$ cat config.mk
export PLATFORM = sky130hd
export DESIGN_NAME = status_event_interrupt_logic
export DESIGN_NICKNAME = d
export VERILOG_FILES = /design/src/pkg/status_event_pkg.sv /design/src/hdl/event_reg_bank.sv /design/src/hdl/status_event_interrupt_logic.sv
export VERILOG_INCLUDE_DIRS = /design/src /design/src/pkg
export SDC_FILE = /design/constraint.sdc
export NUM_CORES = 1
export LEC_CHECK = 0
export BUFFER_PORTS_ARGS = -buffer_cell sky130_fd_sc_hd__buf_2
export CAP_MARGIN = 15
export CORE_UTILIZATION = 39
export CTS_CLUSTER_SIZE = 14
export DETAILED_ROUTE_END_ITERATION = 12
export PLACE_DENSITY_LB_ADDON = 0.25
export SYNTH_ARGS = -nofsm -noshare
export SYNTH_HDL_FRONTEND = slang
export SYNTH_HIERARCHICAL = 1
export SYNTH_SLANG_ARGS = --single-unit
$ cat constraint.sdc
create_clock -name clk_sys_i -period 5.9 [get_ports clk_sys_i]
set_input_delay 0.885 -clock clk_sys_i [delete_from_list [all_inputs] [get_ports clk_sys_i]]
set_output_delay 0.885 -clock clk_sys_i [all_outputs]
set_load 0.05 [all_outputs]
$ cat src/pkg/status_event_defs.svh
`ifndef STATUS_EVENT_DEFS_SVH
`define STATUS_EVENT_DEFS_SVH
// register indices as printed; byte address is four times the index
`define REG_STAT08 8'h08
`define REG_STAT09 8'h09
`define REG_STAT0A 8'h0A
`define REG_CLR11 8'h11
`define REG_CLR12 8'h12
`define REG_MASK16 8'h16
`define REG_MASK17 8'h17
`define REG_TCFG1B 8'h1B
`define REG_CRIT2E 8'h2E
`define REG_MCFG2F 8'h2F
`define REG_TEMP_NOW 8'h40
`define BIT_CRIT 6
`define BIT_BUCKC_HI 0
`define BIT_TEMP_WARN 7
`define BIT_PEC 3
`define BIT_PARITY 2
`define BIT_IRQ_EN 3
`define RST_TCFG1B 8'h00
`define RST_CRIT2E 8'h07
`define RST_MASK 8'h00
`define RST_MCFG2F 8'h00
`endif

$ cat src/pkg/status_event_pkg.sv
package status_event_pkg;
	typedef enum logic [1:0] {
		PH_IDLE,
		PH_DATA
	} bus_phase_t;
	typedef struct packed {
		logic [7:0] st09;
		logic [7:0] st0a;
		logic crit;
		logic [7:0] mask16;
		logic [7:0] mask17;
		logic [7:0] tcfg1b;
		logic [7:0] crit2e;
		logic [7:0] mcfg2f;
	} event_regs_t;
endpackage

$ cat src/hdl/event_reg_bank.sv
`timescale 1ns/1ps
`include "status_event_defs.svh"
module event_reg_bank (
	input wire logic clk_sys_i,
	input wire logic rst_i,
	input wire logic [7:0] rd_index_i,
	input wire status_event_pkg::event_regs_t regs_i,
	input wire logic [2:0] temp_code_i,
	output logic [31:0] rd_data_o
);
	typedef struct packed {
		logic [31:0] rdata;
	} bank_state_t;
	bank_state_t st_ff;
	bank_state_t nxt_st;
	always_comb begin
		nxt_st = st_ff;
		nxt_st.rdata = 32'h0000_0000;
		unique case (rd_index_i)
			`REG_STAT08: nxt_st.rdata[`BIT_CRIT] = regs_i.crit;
			`REG_STAT09: nxt_st.rdata[7:0] = regs_i.st09;
			`REG_STAT0A: nxt_st.rdata[7:0] = regs_i.st0a;
			`REG_MASK16: nxt_st.rdata[7:0] = regs_i.mask16;
			`REG_MASK17: nxt_st.rdata[7:0] = regs_i.mask17;
			`REG_TCFG1B: nxt_st.rdata[7:0] = regs_i.tcfg1b;
			`REG_CRIT2E: nxt_st.rdata[7:0] = regs_i.crit2e;
			`REG_MCFG2F: nxt_st.rdata[7:0] = regs_i.mcfg2f;
			`REG_TEMP_NOW: nxt_st.rdata[2:0] = temp_code_i;
			default: nxt_st.rdata = 32'h0000_0000;
		endcase
	end
	always_ff @(posedge clk_sys_i or posedge rst_i) begin
		if (rst_i) begin
			st_ff <= '0;
		end else begin
			st_ff <= nxt_st;
		end
	end
	assign rd_data_o = st_ff.rdata;
endmodule // event_reg_bank

$ cat src/hdl/status_event_interrupt_logic.sv
// Local design decisions: the placing of the registers and the AHB-Lite interface to the registers.
`timescale 1ns/1ps
`include "status_event_defs.svh"
// Notes on behaviour
// - buck_c high current/power sets 0x09[0], cleared by 0x11[0], masked by 0x16[0], irq only, rails stay ok.
// - temperature at or above 0x1B[2:0] sets 0x09[7], clear 0x11[7], mask 0x16[7], irq only.
// - temperature at or above 0x2E[2:0] sets 0x08[6], unmaskable, requests shutdown, drops rails ok and irq.
// - a bus packet check failure sets 0x0A[3], clear 0x12[3], mask 0x17[3], irq only.
// - a bus parity error sets 0x0A[2], clear 0x12[2], mask 0x17[2], irq only.
// - an asserted output holds until the host clears or masks its bit; here critical 0x08[6] has no clear path and holds until rst_i.
// - with masks zero an event drives the irq line low.
// - after a clear with the event gone and masks zero the irq line is released.
// - with masks set and 0x2F[1:0] at 00 an event leaves the irq line released.
// - the irq output is off after reset until software writes 0x1B[3] to one.
// - the irq pin is open drain active low, only ever pulled low.
module status_event_interrupt_logic (
	input wire logic clk_sys_i,
	input wire logic rst_i,
	input wire logic [31:0] haddr,
	input wire logic [1:0] htrans,
	input wire logic hwrite,
	input wire logic [2:0] hsize,
	input wire logic [31:0] hwdata,
	input wire logic hsel,
	input wire logic hready,
	output logic [31:0] hrdata,
	output logic hreadyout,
	output logic hresp,
	input wire logic buck_c_high_current_i,
	input wire logic [2:0] temp_code_i,
	input wire logic pec_error_i,
	input wire logic parity_error_i,
	output logic general_status_irq_line_o,
	output logic general_status_irq_line_oe_o,
	output logic rails_ok_output_o,
	output logic regulator_shutdown_request_o
);
	typedef struct packed {
		status_event_pkg::event_regs_t regs;
		status_event_pkg::bus_phase_t phase;
		logic wr;
		logic [7:0] idx;
		logic irq_oe;
		logic rails_ok;
		logic shut;
		logic ready;
		logic err;
		logic pin;
	} top_state_t;

	top_state_t st_ff;
	top_state_t nxt_st;
	logic [31:0] rd_data;

	function automatic logic [7:0] sticky(input logic [7:0] cur, input logic [7:0] set, input logic [7:0] clr);
		// set beats clear in the same cycle
		sticky = (cur & ~clr) | set;
	endfunction

	function automatic logic at_or_above(input logic [2:0] code, input logic [2:0] limit);
		// codes rise with temperature, so a plain compare is the threshold
		at_or_above = code >= limit;
	endfunction

	function automatic logic masked_reach_line(input logic [1:0] mode);
		// only mode 00 keeps masked events off the line
		masked_reach_line = mode != 2'b00;
	endfunction

	function automatic logic [7:0] pending(input logic [7:0] stat, input logic [7:0] mask, input logic pass_masked);
		if (pass_masked) begin
			pending = stat;
		end else begin
			pending = stat & ~mask;
		end
	endfunction

	function automatic logic line_enabled(input logic [7:0] cfg);
		// the line stays released until software turns it on
		line_enabled = cfg[`BIT_IRQ_EN];
	endfunction

	function automatic logic addr_taken(input logic sel, input logic rdy, input logic [1:0] trans);
		// idle and busy cycles carry no transfer
		addr_taken = sel && rdy && trans[1];
	endfunction

	function automatic logic [7:0] reg_index(input logic [31:0] addr);
		// one register per aligned word
		reg_index = addr[9:2];
	endfunction

	event_reg_bank u_bank (
		.clk_sys_i(clk_sys_i),
		.rst_i(rst_i),
		.rd_index_i(nxt_st.idx),
		.regs_i(st_ff.regs),
		.temp_code_i(temp_code_i),
		.rd_data_o(rd_data)
	);

	always_comb begin
		logic [7:0] set09;
		logic [7:0] set0a;
		logic [7:0] clr11;
		logic [7:0] clr12;
		logic [7:0] open09;
		logic [7:0] open0a;
		logic [7:0] pend;
		logic wr_now;
		logic warn_now;
		logic crit_now;
		logic pass_masked;
		logic line_on;
		logic irq_want;
		set09 = 8'h00;
		set0a = 8'h00;
		clr11 = 8'h00;
		clr12 = 8'h00;
		open09 = 8'h00;
		open0a = 8'h00;
		pend = 8'h00;
		wr_now = 1'b0;
		warn_now = 1'b0;
		crit_now = 1'b0;
		pass_masked = 1'b0;
		line_on = 1'b0;
		irq_want = 1'b0;
		nxt_st = st_ff;

		// event capture
		warn_now = at_or_above(temp_code_i, st_ff.regs.tcfg1b[2:0]);
		crit_now = at_or_above(temp_code_i, st_ff.regs.crit2e[2:0]);
		// level conditions re-set their bit each cycle, so a clear while present does not stick
		set09[`BIT_BUCKC_HI] = buck_c_high_current_i;
		set09[`BIT_TEMP_WARN] = warn_now;
		set0a[`BIT_PEC] = pec_error_i;
		set0a[`BIT_PARITY] = parity_error_i;

		// writes land at the end of the data phase
		wr_now = st_ff.phase == status_event_pkg::PH_DATA && st_ff.wr;
		if (wr_now) begin
			unique case (st_ff.idx)
				`REG_CLR11: clr11 = hwdata[7:0];
				`REG_CLR12: clr12 = hwdata[7:0];
				`REG_MASK16: nxt_st.regs.mask16 = hwdata[7:0];
				`REG_MASK17: nxt_st.regs.mask17 = hwdata[7:0];
				`REG_TCFG1B: nxt_st.regs.tcfg1b = hwdata[7:0];
				`REG_CRIT2E: nxt_st.regs.crit2e = hwdata[7:0];
				`REG_MCFG2F: nxt_st.regs.mcfg2f = hwdata[7:0];
				default: nxt_st.regs.mcfg2f = st_ff.regs.mcfg2f;
			endcase
		end

		// status flags
		nxt_st.regs.st09 = sticky(st_ff.regs.st09, set09, clr11);
		nxt_st.regs.st0a = sticky(st_ff.regs.st0a, set0a, clr12);
		// no clear path: critical stays latched until rst_i
		nxt_st.regs.crit = st_ff.regs.crit | crit_now;

		// line and rails
		// masked events only reach the line when 0x2F[1:0] selects it
		pass_masked = masked_reach_line(st_ff.regs.mcfg2f[1:0]);
		open09 = pending(st_ff.regs.st09, st_ff.regs.mask16, pass_masked);
		open0a = pending(st_ff.regs.st0a, st_ff.regs.mask17, pass_masked);
		pend = open09 | open0a;
		irq_want = (|pend) || st_ff.regs.crit;
		line_on = line_enabled(st_ff.regs.tcfg1b);
		nxt_st.irq_oe = irq_want && line_on;
		nxt_st.rails_ok = !st_ff.regs.crit;
		nxt_st.shut = st_ff.regs.crit;
		// zero-wait slave, always okay; the pin data never leaves low
		nxt_st.ready = 1'b1;
		nxt_st.err = 1'b0;
		nxt_st.pin = 1'b0;

		// address phase
		nxt_st.phase = status_event_pkg::PH_IDLE;
		if (addr_taken(hsel, hready, htrans)) begin
			nxt_st.phase = status_event_pkg::PH_DATA;
			nxt_st.wr = hwrite;
			nxt_st.idx = reg_index(haddr);
		end
	end

	always_ff @(posedge clk_sys_i or posedge rst_i) begin
		if (rst_i) begin
			st_ff.regs.st09 <= 8'h00;
			st_ff.regs.st0a <= 8'h00;
			st_ff.regs.crit <= 1'b0;

			st_ff.regs.mask16 <= `RST_MASK;
			st_ff.regs.mask17 <= `RST_MASK;
			st_ff.regs.tcfg1b <= `RST_TCFG1B;
			st_ff.regs.crit2e <= `RST_CRIT2E;
			st_ff.regs.mcfg2f <= `RST_MCFG2F;

			st_ff.phase <= status_event_pkg::PH_IDLE;
			st_ff.wr <= 1'b0;
			st_ff.idx <= 8'h00;

			st_ff.irq_oe <= 1'b0;
			st_ff.rails_ok <= 1'b1;
			st_ff.shut <= 1'b0;
			st_ff.ready <= 1'b1;
			st_ff.err <= 1'b0;
			st_ff.pin <= 1'b0;
		end else begin
			st_ff <= nxt_st;
		end
	end

	assign hrdata = rd_data;
	assign hreadyout = st_ff.ready;
	assign hresp = st_ff.err;
	// open drain: output data held low, only the enable moves
	assign general_status_irq_line_o = st_ff.pin;
	assign general_status_irq_line_oe_o = st_ff.irq_oe;
	assign rails_ok_output_o = st_ff.rails_ok;
	assign regulator_shutdown_request_o = st_ff.shut;
endmodule // status_event_interrupt_logic

Word-level counts from Yosys, hierarchy flattened
Cells that the tools add are included.
Storage, ports and cells
  memories: 0
  memory bits (writable): 0
  bits in latches: 0
  output and inout port bits: 38
  ROM bits: 0
  register bits after elaboration: 79
Operators by class
  $add $sub $neg: 0
  bitwise gates (word level): 12
  $mul: 0
  reductions and logical operators: 13
  mux-type cells: 11
  $lt $le $gt $ge: 2
  divide/modulo/power cells: 0
  equal/unequal tests: 17
  shift operators: 0
Operators by type and width (number)
  == test 8 x 5 -> 1 bit (second input constant): 8
  2-to-1 mux 8 bit: 6
  bitwise AND 8 bit: 4
  == test 8 x 6 -> 1 bit (second input constant): 4
  inverter 8 bit: 4
  == test 8 x 4 -> 1 bit (second input constant): 3
  case mux 3 bit (8 select lines): 1
  case mux 3 bit (7 select lines): 1
  OR 8 bit: 2
  2-to-1 mux 10 bit: 1
  AND reduction 2 bit: 5
  == test 8 x 7 -> 1 bit (second input constant): 1
  OR 8 x 4 -> 8 bit: 1
  case mux 1 bit (8 select lines): 1
  OR reduction 8 bit: 1
  case mux 1 bit (7 select lines): 1
  >= comparator 3 bit: 2
  logical AND 1 bit: 4
  == test 2 x 1 -> 1 bit (second input constant): 1
  nonzero test 2 bit: 1
  zero test 1 bit: 1
  logical OR 1 bit: 1
  OR 1 bit: 1

Longest topological paths before layout
Gate-level depths: netlist of run 1.
  depth after elaboration: 7
  mapped depth: 8

Modules after synthesis
Netlist of run 1, hierarchy kept.
By module, submodules not included
  status_event_interrupt_logic: cells each 209, area each 2996.6 um^2, times used 1, sequential area each 1756.7 um^2
  event_reg_bank: cells each 114, area each 998.5 um^2, times used 1, sequential area each 200.2 um^2

Worst setup path before layout of run 1
OpenSTA, ideal clock, no wires.
  path kind: input port to flip-flop
  start point: input hsel
  end point: register u_bank.st_ff (netlist bit u_bank/rd_data_o[2])
  arrival time: 2596 ps
  stages on the path: 8
  setup slack: 3175 ps
  required time: 5771 ps
  cells stage by stage: nand3_1 > mux2_2 > buf_6 > nor4bb_1 > and4_4 > buf_6 > a22o_1 > a2111o_1
RTL lines
  start, declared: line status_event_interrupt_logic.sv:24  | input wire logic hsel,
  end signal, assigned: line event_reg_bank.sv:36  | st_ff <= nxt_st;
  end, declared: line event_reg_bank.sv:14  | bank_state_t st_ff;

==> flow_summary.json, run 1 <==
{
  "hold_class": "flip-flop to flip-flop",
  "r2r_end": "st_ff[54]",
  "fin_hold_ws_ns": 0.5117,
  "yosys.area.top_type": "dfrtp_1",
  "routabilityCongestion": 0.8748,
  "synth_cell_types": 49,
  "drt-total-wl_um": 9696,
  "setup_tns_ns": 0,
  "synth_top_family_by_area": "multiplexers",
  "syn_avg_cell_area_um2": 12.37,
  "cp_cell_sequence": "buf_2, nand3_1, mux2_2, nor2b_1, and2_1, a22oi_1, o211ai_1",
  "synth_cells": 323,
  "crit_arrival_ns": 3.14,
  "fmax_ghz": 0.3465,
  "final-setup-viol-count": 0,
  "worstMarginPinSlew_ns": 0.8939,
  "rr_startpoint": "st_ff[13]",
  "wire_per_inst_um": 19.35,
  "cts.clk_slew.worst_paths_ns": 0.08,
  "syn_to_final_growth_pct": 9.834,
  "start_util": 0.4050,
  "core_area_um2": 9864,
  "hold_viol": 0,
  "fin_crit_ns": 2.886,
  "num_antenna_cells": 0,
  "grt_max_degree": 71,
  "grt_use_total": 0.2027,
  "post-dp-hpwl_um": 6482,
  "critPathKind": "input pin to flip-flop",
  "worst-path-max-fanout": 22,
  "synth.area.mux_share": 0.1669,
  "cts_buffers": 9,
  "yosys.area_share.simple": 0.1259,
  "dr.pass1.iters": 4,
  "ctsHoldBuffers": 0,
  "synth_warnings": 6,
  "status": "complete, no violations",
  "skew_ns": 0.007265,
  "period_share": 0.4892,
  "endpoint": "u_bank/rd_data_o[1]",
  "setup_ws_ns": 3.014,
  "stdcell_count": 501,
  "syn_area_um2": 3995,
  "finalNetCount": 449,
  "required_ns": 6.15,
  "relSlewSlack": 0.4041,
  "cts_setup_buffers": 0,
  "synth-adder-area-share": 0.01879,
  "cts-root-buf": "clkbuf_8",
  "vdd.ir_drop.worst_mv": 0.1164,
  "ys_seq_elements": 78,
  "rr_worst_depth": 3,
  "htree_num_levels": 3,
  "synth_edf_count": 0,
  "cts-resized-gates": 0,
  "grt_pass1_vias": 2680,
  "rsz0062_at_grt": "no",
  "async_flop_share": 1.000,
  "die_y_um": 103.2,
  "drc": 0,
  "synth_top_area_frac": 0.4635,
  "end_kind": "flip-flop",
  "placedCellCount": 485,
  "grt_overflow_total": 0,
  "antenna_found_initial": 0,
  "insertion_delay_ns": 0.35,
  "place_ws_ns": 2.709,
  "vias": 2749,
  "die_area_um2": 10650,
  "synth_xor_area_frac": 0,
  "worst_path_max_delay_cell": "mux2_2",
  "crit_start": "htrans[1]",
  "synth_ff_type": "dfrtp_1",
  "ant_nets": 0,
  "start_kind": "input pin",
  "drv_slew": 0,
  "max_cap_violations": 0,
  "synthTopCellsByArea": "dfrtp_1 (46%), mux2_2 (15%), buf_4 (5.1%)",
  "cellLeakagePower_nw": 2.030,
  "power_density_nw_per_um2": 255.1,
  "io_pins": 118,
  "cp_slowest_stage_delay_ns": 0.73,
  "final.fill_count": 948,
  "portBuffers": 38,
  "vias_per_cell": 5.487,
  "drive_above_1_share": 0.3533,
  "die_w_um": 103.2,
  "cts_num_sinks": 78,
  "initialDrtViolationCount": 191,
  "grt_pass1_wl_um": 15440,
  "yosysSeqAreaShare": 0.4898,
  "synth-compound-area-share": 0.1218,
  "cts_tree": "done",
  "num_rows": 36,
  "regToRegSetupSlack_ns": 3.46,
  "cts_buffer_depth": 2
}
flip-flops by register name (all words and copies together) (netlist names):
name	cells
u_bank/rd_data_o	8
regulator_shutdown_request_o	1
nxt_st	1
general_status_irq_line_oe_o	1
rails_ok_output_o	1
st_ff	66
cells by family (layout without fill, tap and decap cells):
kind of cell | after synthesis | count (layout)
flip-flops | 78 | 78
AND/OR/NAND/NOR | 69 | 69
AO/OA/AOI/OAI | 61 | 61
multiplexers | 60 | 60
buffers and inverters | 46 | 67
adder cells (fa/ha/maj) | 6 | 6
other | 3 | 27
through the flow:
stage                     area, µm²  utilization  power [mW]
final                          4388       0.4448       1.119
after global routing           4388       0.4448       1.168
after CTS                      4388       0.4448       1.126
after detailed placement       4203       0.4261      0.7583
after global placement         4203       0.4261      0.7553
after floorplan                4085            -      0.7288
metal layers:
metal | track usage | wire, µm
met5 | 0 | 0
met4 | 0.06392 | 160
met3 | 0.04099 | 488
met2 | 0.3226 | 4606
met1 | 0.2793 | 4440
synthesized netlist by cell type (2+ instances only):
cell	number
a2111o_1	2
a21boi_0	15
a21o_1	5
a21oi_1	2
a221o_1	5
a22o_1	4
a22oi_1	12
a32oi_1	3
and2_1	3
and3_1	4
and4_1	2
buf_2	5
buf_4	27
buf_6	2
conb_1	3
dfrtp_1	74
dfstp_2	4
ha_1	6
inv_1	11
mux2_2	53
mux2i_1	7
nand2_1	15
nand2b_1	2
nand3_1	3
nand4b_1	3
nor2_1	8
nor2b_1	3
nor3_1	2
nor3b_1	3
nor4_4	3
o211ai_1	2
o22ai_1	4
o2bb2ai_1	2
or3b_2	8
or4b_1	2
layout by cell type, fill, tap and decap left out, drive strengths merged, types with 2 or more instances in the layout:
| cell | count |
|---|---|
| a22oi | 12 |
| a221o | 5 |
| nor4b | 3 |
| ha | 6 |
| nor2b | 3 |
| a21oi | 2 |
| clkinvlp | 2 |
| inv | 11 |
| nand3 | 3 |
| a2111o | 2 |
| nand2b | 2 |
| mux2i | 7 |
| nor2 | 8 |
| clkinv | 3 |
| nor3b | 3 |
| buf | 40 |
| a21o | 5 |
| or4b | 2 |
| a22o | 4 |
| nor3 | 2 |
| conb | 27 |
| mux2 | 53 |
| a21boi | 15 |
| nor4 | 4 |
| nand4b | 3 |
| and2 | 3 |
| and4 | 3 |
| and3 | 4 |
| o211ai | 2 |
| nand2 | 15 |
| dfrtp | 74 |
| o22ai | 4 |
| o2bb2ai | 2 |
| clkbuf | 11 |
| or3b | 8 |
| a32oi | 3 |
| dfstp | 4 |
report_power, final:
| group | total [mW] | switching, mW | internal, mW | leakage (nW) |
|---|---|---|---|---|
| registers | 0.575 | 0.0222 | 0.553 | 1.02 |
| clock network | 0.370 | 0.195 | 0.175 | 0.0913 |
| logic | 0.174 | 0.125 | 0.0491 | 0.915 |
worst max-delay path: cells and delay by family:
kind,cells,cell delay (ns)
muxes,1,0.73
and+or+nand+nor,3,1.05
buffers and inverters,1,0.08
AOI/OAI and AO/OA,2,0.38
worst min-delay path by stage:
stage / from / to / cells past startpoint
floorplan: nxt_st[3] / regulator_shutdown_request_o / 0
global placement: st_ff[20] / st_ff[20] / 1
detailed placement: st_ff[24] / st_ff[24] / 1
CTS: st_ff[24] / st_ff[24] / 1
global route: st_ff[28] / st_ff[28] / 1
finish: st_ff[31] / st_ff[31] / 1
cell type report:
type | instances | area [µm²] | share of cell area
timing repair buffer | 40 | 205.2 | 0.04676
clock inverter | 5 | 33.78 | 0.007699
multi-input combinational | 223 | 1833 | 0.4177
clock buffer | 11 | 151.4 | 0.03450
tap | 133 | 166.4 | 0.03792
sequential | 78 | 1957 | 0.4460
inverter | 11 | 41.29 | 0.009410
Note: power is estimated with default switching activity, not from simulation.
==> run 2, diff against run 1 <==
--- a/config.mk
+++ b/config.mk
@@ -6,6 +6,7 @@
 export SDC_FILE = /design/constraint.sdc
 export NUM_CORES = 1
 export LEC_CHECK = 0
+export ABC_AREA = 1
 export BUFFER_PORTS_ARGS = -buffer_cell sky130_fd_sc_hd__buf_2
 export CAP_MARGIN = 15
 export CORE_UTILIZATION = 39
==> constraint.sdc (replaced) <==
create_clock -name clk_sys_i -period 2.8 [get_ports clk_sys_i]
set_input_delay 0.42 -clock clk_sys_i [delete_from_list [all_inputs] [get_ports clk_sys_i]]
set_output_delay 0.42 -clock clk_sys_i [all_outputs]
set_load 0.05 [all_outputs]
==> flow_summary.json, run 2 <==
{
  "status": "complete, no violations",
  "hold_class": "input pin to asynchronous set/reset pin",
  "vias": 3429,
  "crit_arrival_ns": 2.36,
  "vias_per_cell": 4.885,
  "cts.clk_slew.worst_paths_ns": 0.09,
  "max_cap_violations": 0,
  "synth_cells": 523,
  "grt_max_degree": 32,
  "crit_top_cell": "nand2_1",
  "critPathKind": "input pin to flip-flop",
  "yosysMostFrequentCell": "nand2_1",
  "cts_buffer_depth": 2,
  "rsz0062_at_grt": "no",
  "finalNetCount": 647,
  "setup_ws_ns": 0.7335,
  "final_cell_mix": "nand2_1 (152), dfrtp_1 (74), nand3_1 (59)",
  "cp_slowest_stage_delay_ns": 0.50,
  "relSlewSlack": 0.5632,
  "skew_ns": 0.009090,
  "end_kind": "flip-flop",
  "synthTopCellsByArea": "dfrtp_1 (43%), nand2_1 (13%), nand3_1 (6.9%)",
  "largest_reg_flops": 66,
  "synth_warnings": 6,
  "start_kind": "input pin",
  "final-setup-viol-count": 0,
  "yosysSeqAreaShare": 0.4570,
  "grt_pass1_vias": 3270,
  "period_share": 0.7380,
  "start_util": 0.4092,
  "async_flop_share": 1.000,
  "grt_pass1_wl_um": 16730,
  "clockPowerShare": 0.399,
  "grt_use_total": 0.1952,
  "insertion_delay_ns": 0.35,
  "core_area_um2": 10460,
  "place_ws_ns": 0.3998,
  "yosys.area.top_type": "dfrtp_1",
  "required_ns": 3.09,
  "routabilityCongestion": 0.8544,
  "cts-resized-gates": 0,
  "synth_ff_type": "dfrtp_1",
  "antenna_found_initial": 0,
  "hold_viol": 0,
  "post-dp-hpwl_um": 7419,
  "synth_top_area_frac": 0.4325,
  "dr.pass1.iters": 5,
  "drive_above_1_share": 0.2085,
  "cp_cell_sequence": "buf_2, nand3_1, inv_1, o21ai_0, nand2_1, nor2_2, nand2_1, nor2_1, nor2_1, nand2_1",
  "synth_cell_types": 28,
  "die_y_um": 106.8,
  "drv_slew": 0,
  "htree_num_levels": 3,
  "synth_edf_count": 0,
  "cts_setup_buffers": 0,
  "portBuffers": 38,
  "fin_crit_ns": 2.067,
  "vdd.ir_drop.worst_mv": 0.2274,
  "comb_power_share": 0.160,
  "ant_nets": 0,
  "wire_per_inst_um": 14.80,
  "die_area_um2": 11400,
  "cts_buffers": 9,
  "worst_path_max_delay_cell": "o21ai_0",
  "die_w_um": 106.8,
  "syn_avg_cell_area_um2": 8.187,
  "drc": 0,
  "switching_share": 0.2975,
  "cellLeakagePower_nw": 2.535,
  "ctsHoldBuffers": 0,
  "worstMarginPinSlew_ns": 0.6542,
  "io_pins": 118,
  "seqPwrFrac": 0.442,
  "drt-total-wl_um": 10390,
  "final.fill_count": 1055,
  "syn_area_um2": 4282,
  "setup_tns_ns": 0,
  "multiInputGateArea_um2": 1896,
  "regMostFlops": "st_ff",
  "cts_tree": "done",
  "cp_top_family": "simple AND/OR/NAND/NOR gates",
  "grt_overflow_total": 0,
  "power_density_nw_per_um2": 574.5,
  "worst-path-max-fanout": 16,
  "p_int_mw": 1.894,
  "cts-root-buf": "clkbuf_8",
  "regArea_um2": 1957,
  "synth_common_cells": "nand2_1 (152), dfrtp_1 (74), nand3_1 (59)",
  "fmax_ghz": 0.4839,
  "p_switching_mw": 0.8023,
  "cts_num_sinks": 78,
  "num_antenna_cells": 0,
  "layout_commonest_cell": "nand2_1",
  "ys_seq_elements": 78,
  "syn_to_final_growth_pct": 9.614,
  "num_rows": 37,
  "initialDrtViolationCount": 168,
  "path_buf_inv": 2
}
run 2: cell types whose count changed after synthesis, sizes merged, moves of 12 or more:
cell,before,now
nand2,15,159
o21ai,0,63
nand3,3,64
mux2,53,0
inv,11,54
nor2,8,48
a22oi,12,0
run 2: worst paths after layout:
| check | from | end | slack (ns) | cells after the start |
|---|---|---|---|---|
| worst min-delay path | rst_i | u_bank/rd_data_o[1] | 0.08 | 2 |
| max in group asynchronous | rst_i | st_ff[25] | 1.86 | 3 |
| worst max register to register | st_ff[8] | u_bank/rd_data_o[4] | 0.83 | 8 |
| worst min register to register | nxt_st[3] | regulator_shutdown_request_o | 0.47 | 0 |
| worst max-delay path | hsel | u_bank/rd_data_o[4] | 0.73 | 10 |
| min in group clk_sys_i | buck_c_high_current_i | st_ff[66] | 0.24 | 3 |
run 2: worst register-to-register path: stages, from the launching register on:
cell	delay (ns)
dfrtp_1	0.38
inv_1	0.09
o21ai_0	0.45
nand2_1	0.18
nor2_2	0.41
nand2_1	0.10
nor2_1	0.17
nor2_1	0.07
nand2_1	0.07
run 2: final cells by class:
cell class,instances,area share
Timing Repair Buffer,41,0.04532
Inverter,54,0.04319
Multi-Input combinational cell,377,0.4039
Sequential cell,78,0.4170
Clock inverter,5,0.02213
Clock buffer,11,0.03226
Tap cell,136,0.03626
run 2: routing by layer:
metal	up-vias	global-route usage	wire, µm
li1	1693	-	-
met1	1619	0.2589	4679
met2	103	0.3166	5010
met3	14	0.03404	494
met4	0	0.07730	204
met5	-	0	0
run 2: power by group through the flow:
stage	logic (mW)	registers (mW)	clock network, mW
floorplan	0.349	1.23	0
global placement	0.423	1.21	0
detailed placement	0.430	1.21	0
CTS	0.432	1.19	1.09
global route	0.468	1.20	1.14
finish	0.430	1.19	1.08
run 2: metrics by stage:
step                      power (mW)  utilization  hold slack, ns  std cells  instance area, µm²
after floorplan                1.583            -          0.2357        547                4372
after global placement         1.634       0.4242          0.4535        686                4438
after detailed placement       1.644       0.4242          0.4594        686                4438
after CTS                      2.714       0.4486         0.07139        702                4693
after global routing           2.808       0.4486         0.07807        702                4693
final                          2.696       0.4486         0.07636        702                4693
run 2: cell families (layout without fill, tap and decap cells):
group           count (synthesis)  after routing  synth area share
simple gates                  275            275            0.2984
other cells                     3             27          0.002630
fa+ha+maj                       6              6           0.01753
buf+inv                        92            111            0.1213
flops                          78             78            0.4570
compound gates                 69             69            0.1032
==> run 3, diff against run 2 <==
--- a/config.mk
+++ b/config.mk
@@ -6,7 +6,7 @@
 export SDC_FILE = /design/constraint.sdc
 export NUM_CORES = 1
 export LEC_CHECK = 0
-export ABC_AREA = 1
+export ABC_AREA = 0
 export BUFFER_PORTS_ARGS = -buffer_cell sky130_fd_sc_hd__buf_2
 export CAP_MARGIN = 15
 export CORE_UTILIZATION = 39
==> constraint.sdc (replaced) <==
create_clock -name clk_sys_i -period 1.9 [get_ports clk_sys_i]
set_input_delay 0.285 -clock clk_sys_i [delete_from_list [all_inputs] [get_ports clk_sys_i]]
set_output_delay 0.285 -clock clk_sys_i [all_outputs]
set_load 0.05 [all_outputs]
==> flow_summary.json, run 3 (same netlist as run 1, synthesis figures left out) <==
{
  "syn_to_final_growth_pct": 30.03,
  "cp_cell_sequence": "or4b_4, nor2_4, and3_4, buf_12, mux2_4",
  "io_pins": 118,
  "fin_area_um2": 5195,
  "num_rows": 36,
  "wire_per_inst_um": 19.01,
  "antenna_found_initial": 0,
  "rsz0062_at_grt": "yes",
  "cts.clk_slew.worst_paths_ns": 0.08,
  "place_ws_ns": -0.1879,
  "grt_use_total": 0.2161,
  "worst_path_max_delay_cell": "or4b_4",
  "cp_slowest_stage_delay_ns": 0.62,
  "grt_overflow_total": 0,
  "cts_buffer_depth": 2,
  "skew_ns": 0.007255,
  "worst-path-max-fanout": 8,
  "grt_pass1_wl_um": 16410,
  "required_ns": 2.14,
  "place_area_um2": 4638,
  "largest_reg_flops": 66,
  "layout_commonest_cell": "dfrtp_1",
  "max_cap_violations": 0,
  "critPathKind": "flip-flop to flip-flop",
  "start_kind": "flip-flop",
  "final-setup-viol-count": 0,
  "relSlewSlack": 0.5890,
  "die_w_um": 103.2,
  "num_antenna_cells": 0,
  "p_int_mw": 3.007,
  "finalNetCount": 504,
  "setup_ws_ns": 0.002472,
  "drv_slew": 0,
  "vdd.ir_drop.worst_mv": 0.4187,
  "portBuffers": 38,
  "post-dp-hpwl_um": 7497,
  "clockPowerShare": 0.373,
  "vias_per_cell": 5.241,
  "period_share": 0.9987,
  "die_y_um": 103.2,
  "hold_class": "input pin to flip-flop",
  "power_density_nw_per_um2": 803.8,
  "grt_max_degree": 26,
  "hold_viol": 0,
  "drt-total-wl_um": 10570,
  "crit_arrival_ns": 2.14,
  "switching_share": 0.2800,
  "cts-root-buf": "clkbuf_8",
  "insertion_delay_ns": 0.36,
  "fin_hold_ws_ns": 0.09612,
  "comb_power_share": 0.207,
  "htree_num_levels": 3,
  "holdPathStages": 2,
  "cts_tree": "done",
  "drive_above_1_share": 0.5106,
  "routabilityCongestion": 0.9197,
  "vias": 2914,
  "cts_buffers": 9,
  "p_switching_mw": 1.169,
  "core_area_um2": 9864,
  "fmax_ghz": 0.5270,
  "die_area_um2": 10650,
  "final_core_util": 0.5266,
  "status": "complete, no violations",
  "fin_crit_ns": 1.898,
  "rr_worst_depth": 5,
  "grt_pass1_vias": 2935,
  "start_util": 0.4050,
  "dr.pass1.iters": 4,
  "end_kind": "flip-flop",
  "regToRegSetupSlack_ns": 0.002,
  "regMostFlops": "st_ff",
  "initialDrtViolationCount": 125,
  "cellLeakagePower_nw": 2.411,
  "seqPwrFrac": 0.420,
  "worstMarginPinSlew_ns": 0.6152,
  "ant_nets": 0,
  "finalPower_mw": 4.176,
  "drc": 0,
  "final_cell_mix": "dfrtp_1 (73), buf_4 (46), buf_2 (38)",
  "cts_num_sinks": 78
}
## run 3: changes by cell type in the layout (fill, tap and decap cells not counted), moves of 8 or more
cell	before	now
or3b_2	0	8
a22oi_1	0	8
inv_1	47	10
nand2_1	152	12
mux2_2	0	34
nand3_1	59	1
o21ai_2	22	0
o21ai_0	23	0
nor2_1	35	5
o21ai_1	18	0
a21boi_0	4	12
buf_4	3	46
mux2_4	0	19
## run 3: timing repair
action | in CTS | in global routing
pin swaps | 6 | 12
buffers inserted | 6 | 2
endpoints found under the hold margin | 8 | 0
resized for setup | 19 | 45
hold buffers | 1 | 0
setup endpoints to repair | 37 | 48
## run 3: per-stage QoR
| stage | setup TNS (ns) | std cells |
|---|---|---|
| after floorplan | -0.8233 | 347 |
| after global placement | -3.410 | 532 |
| after detailed placement | -4.037 | 532 |
| after CTS | -0.3993 | 555 |
| after global routing | -0.4889 | 556 |
| final | 0 | 556 |
## run 3: path summary, 6_finish.rpt
path                                            start                  end
min in group asynchronous                       rst_i  u_bank/rd_data_o[5]
max in group asynchronous                       rst_i            st_ff[25]
worst min-delay path            buck_c_high_current_i            st_ff[66]
worst max register to register              st_ff[13]            st_ff[40]
worst min register to register              st_ff[20]            st_ff[20]
worst max-delay path                        st_ff[13]            st_ff[40]
## run 3: critical path, delay by kind of cell, from the launching register on
kind	cells	cell delay, ns
DFF	1	0.38
muxes	1	0.30
and+or+nand+nor	3	0.96
buffers and inverters	1	0.14
## run 3: cell type report
| type | count | area (µm²) |
|---|---|---|
| fill | 857 | 4669 |
| tap | 133 | 166.4 |
| clock inverter | 5 | 105.1 |
| multi-input combinational | 223 | 2067 |
| timing repair buffer | 95 | 701.9 |
| clock buffer | 11 | 151.4 |
| sequential | 78 | 1958 |
| inverter | 11 | 45.04 |
## run 3: layer usage
layer  global-route usage  share of wire  up-vias
met5                    0              0        -
met4              0.07151          0.016        0
met3              0.03360          0.045       14
met2               0.3431           0.46       91
met1               0.3039           0.48     1476
li1                     -              -     1333
## run 3: power by group through the flow
stage / clock network (mW) / registers (mW) / logic, mW
after floorplan: 0 / 1.81 / 0.461
after global placement: 0 / 1.78 / 0.727
after detailed placement: 0 / 1.79 / 0.731
after CTS: 1.58 / 1.75 / 0.770
after global routing: 1.65 / 1.76 / 0.923
final: 1.56 / 1.75 / 0.865
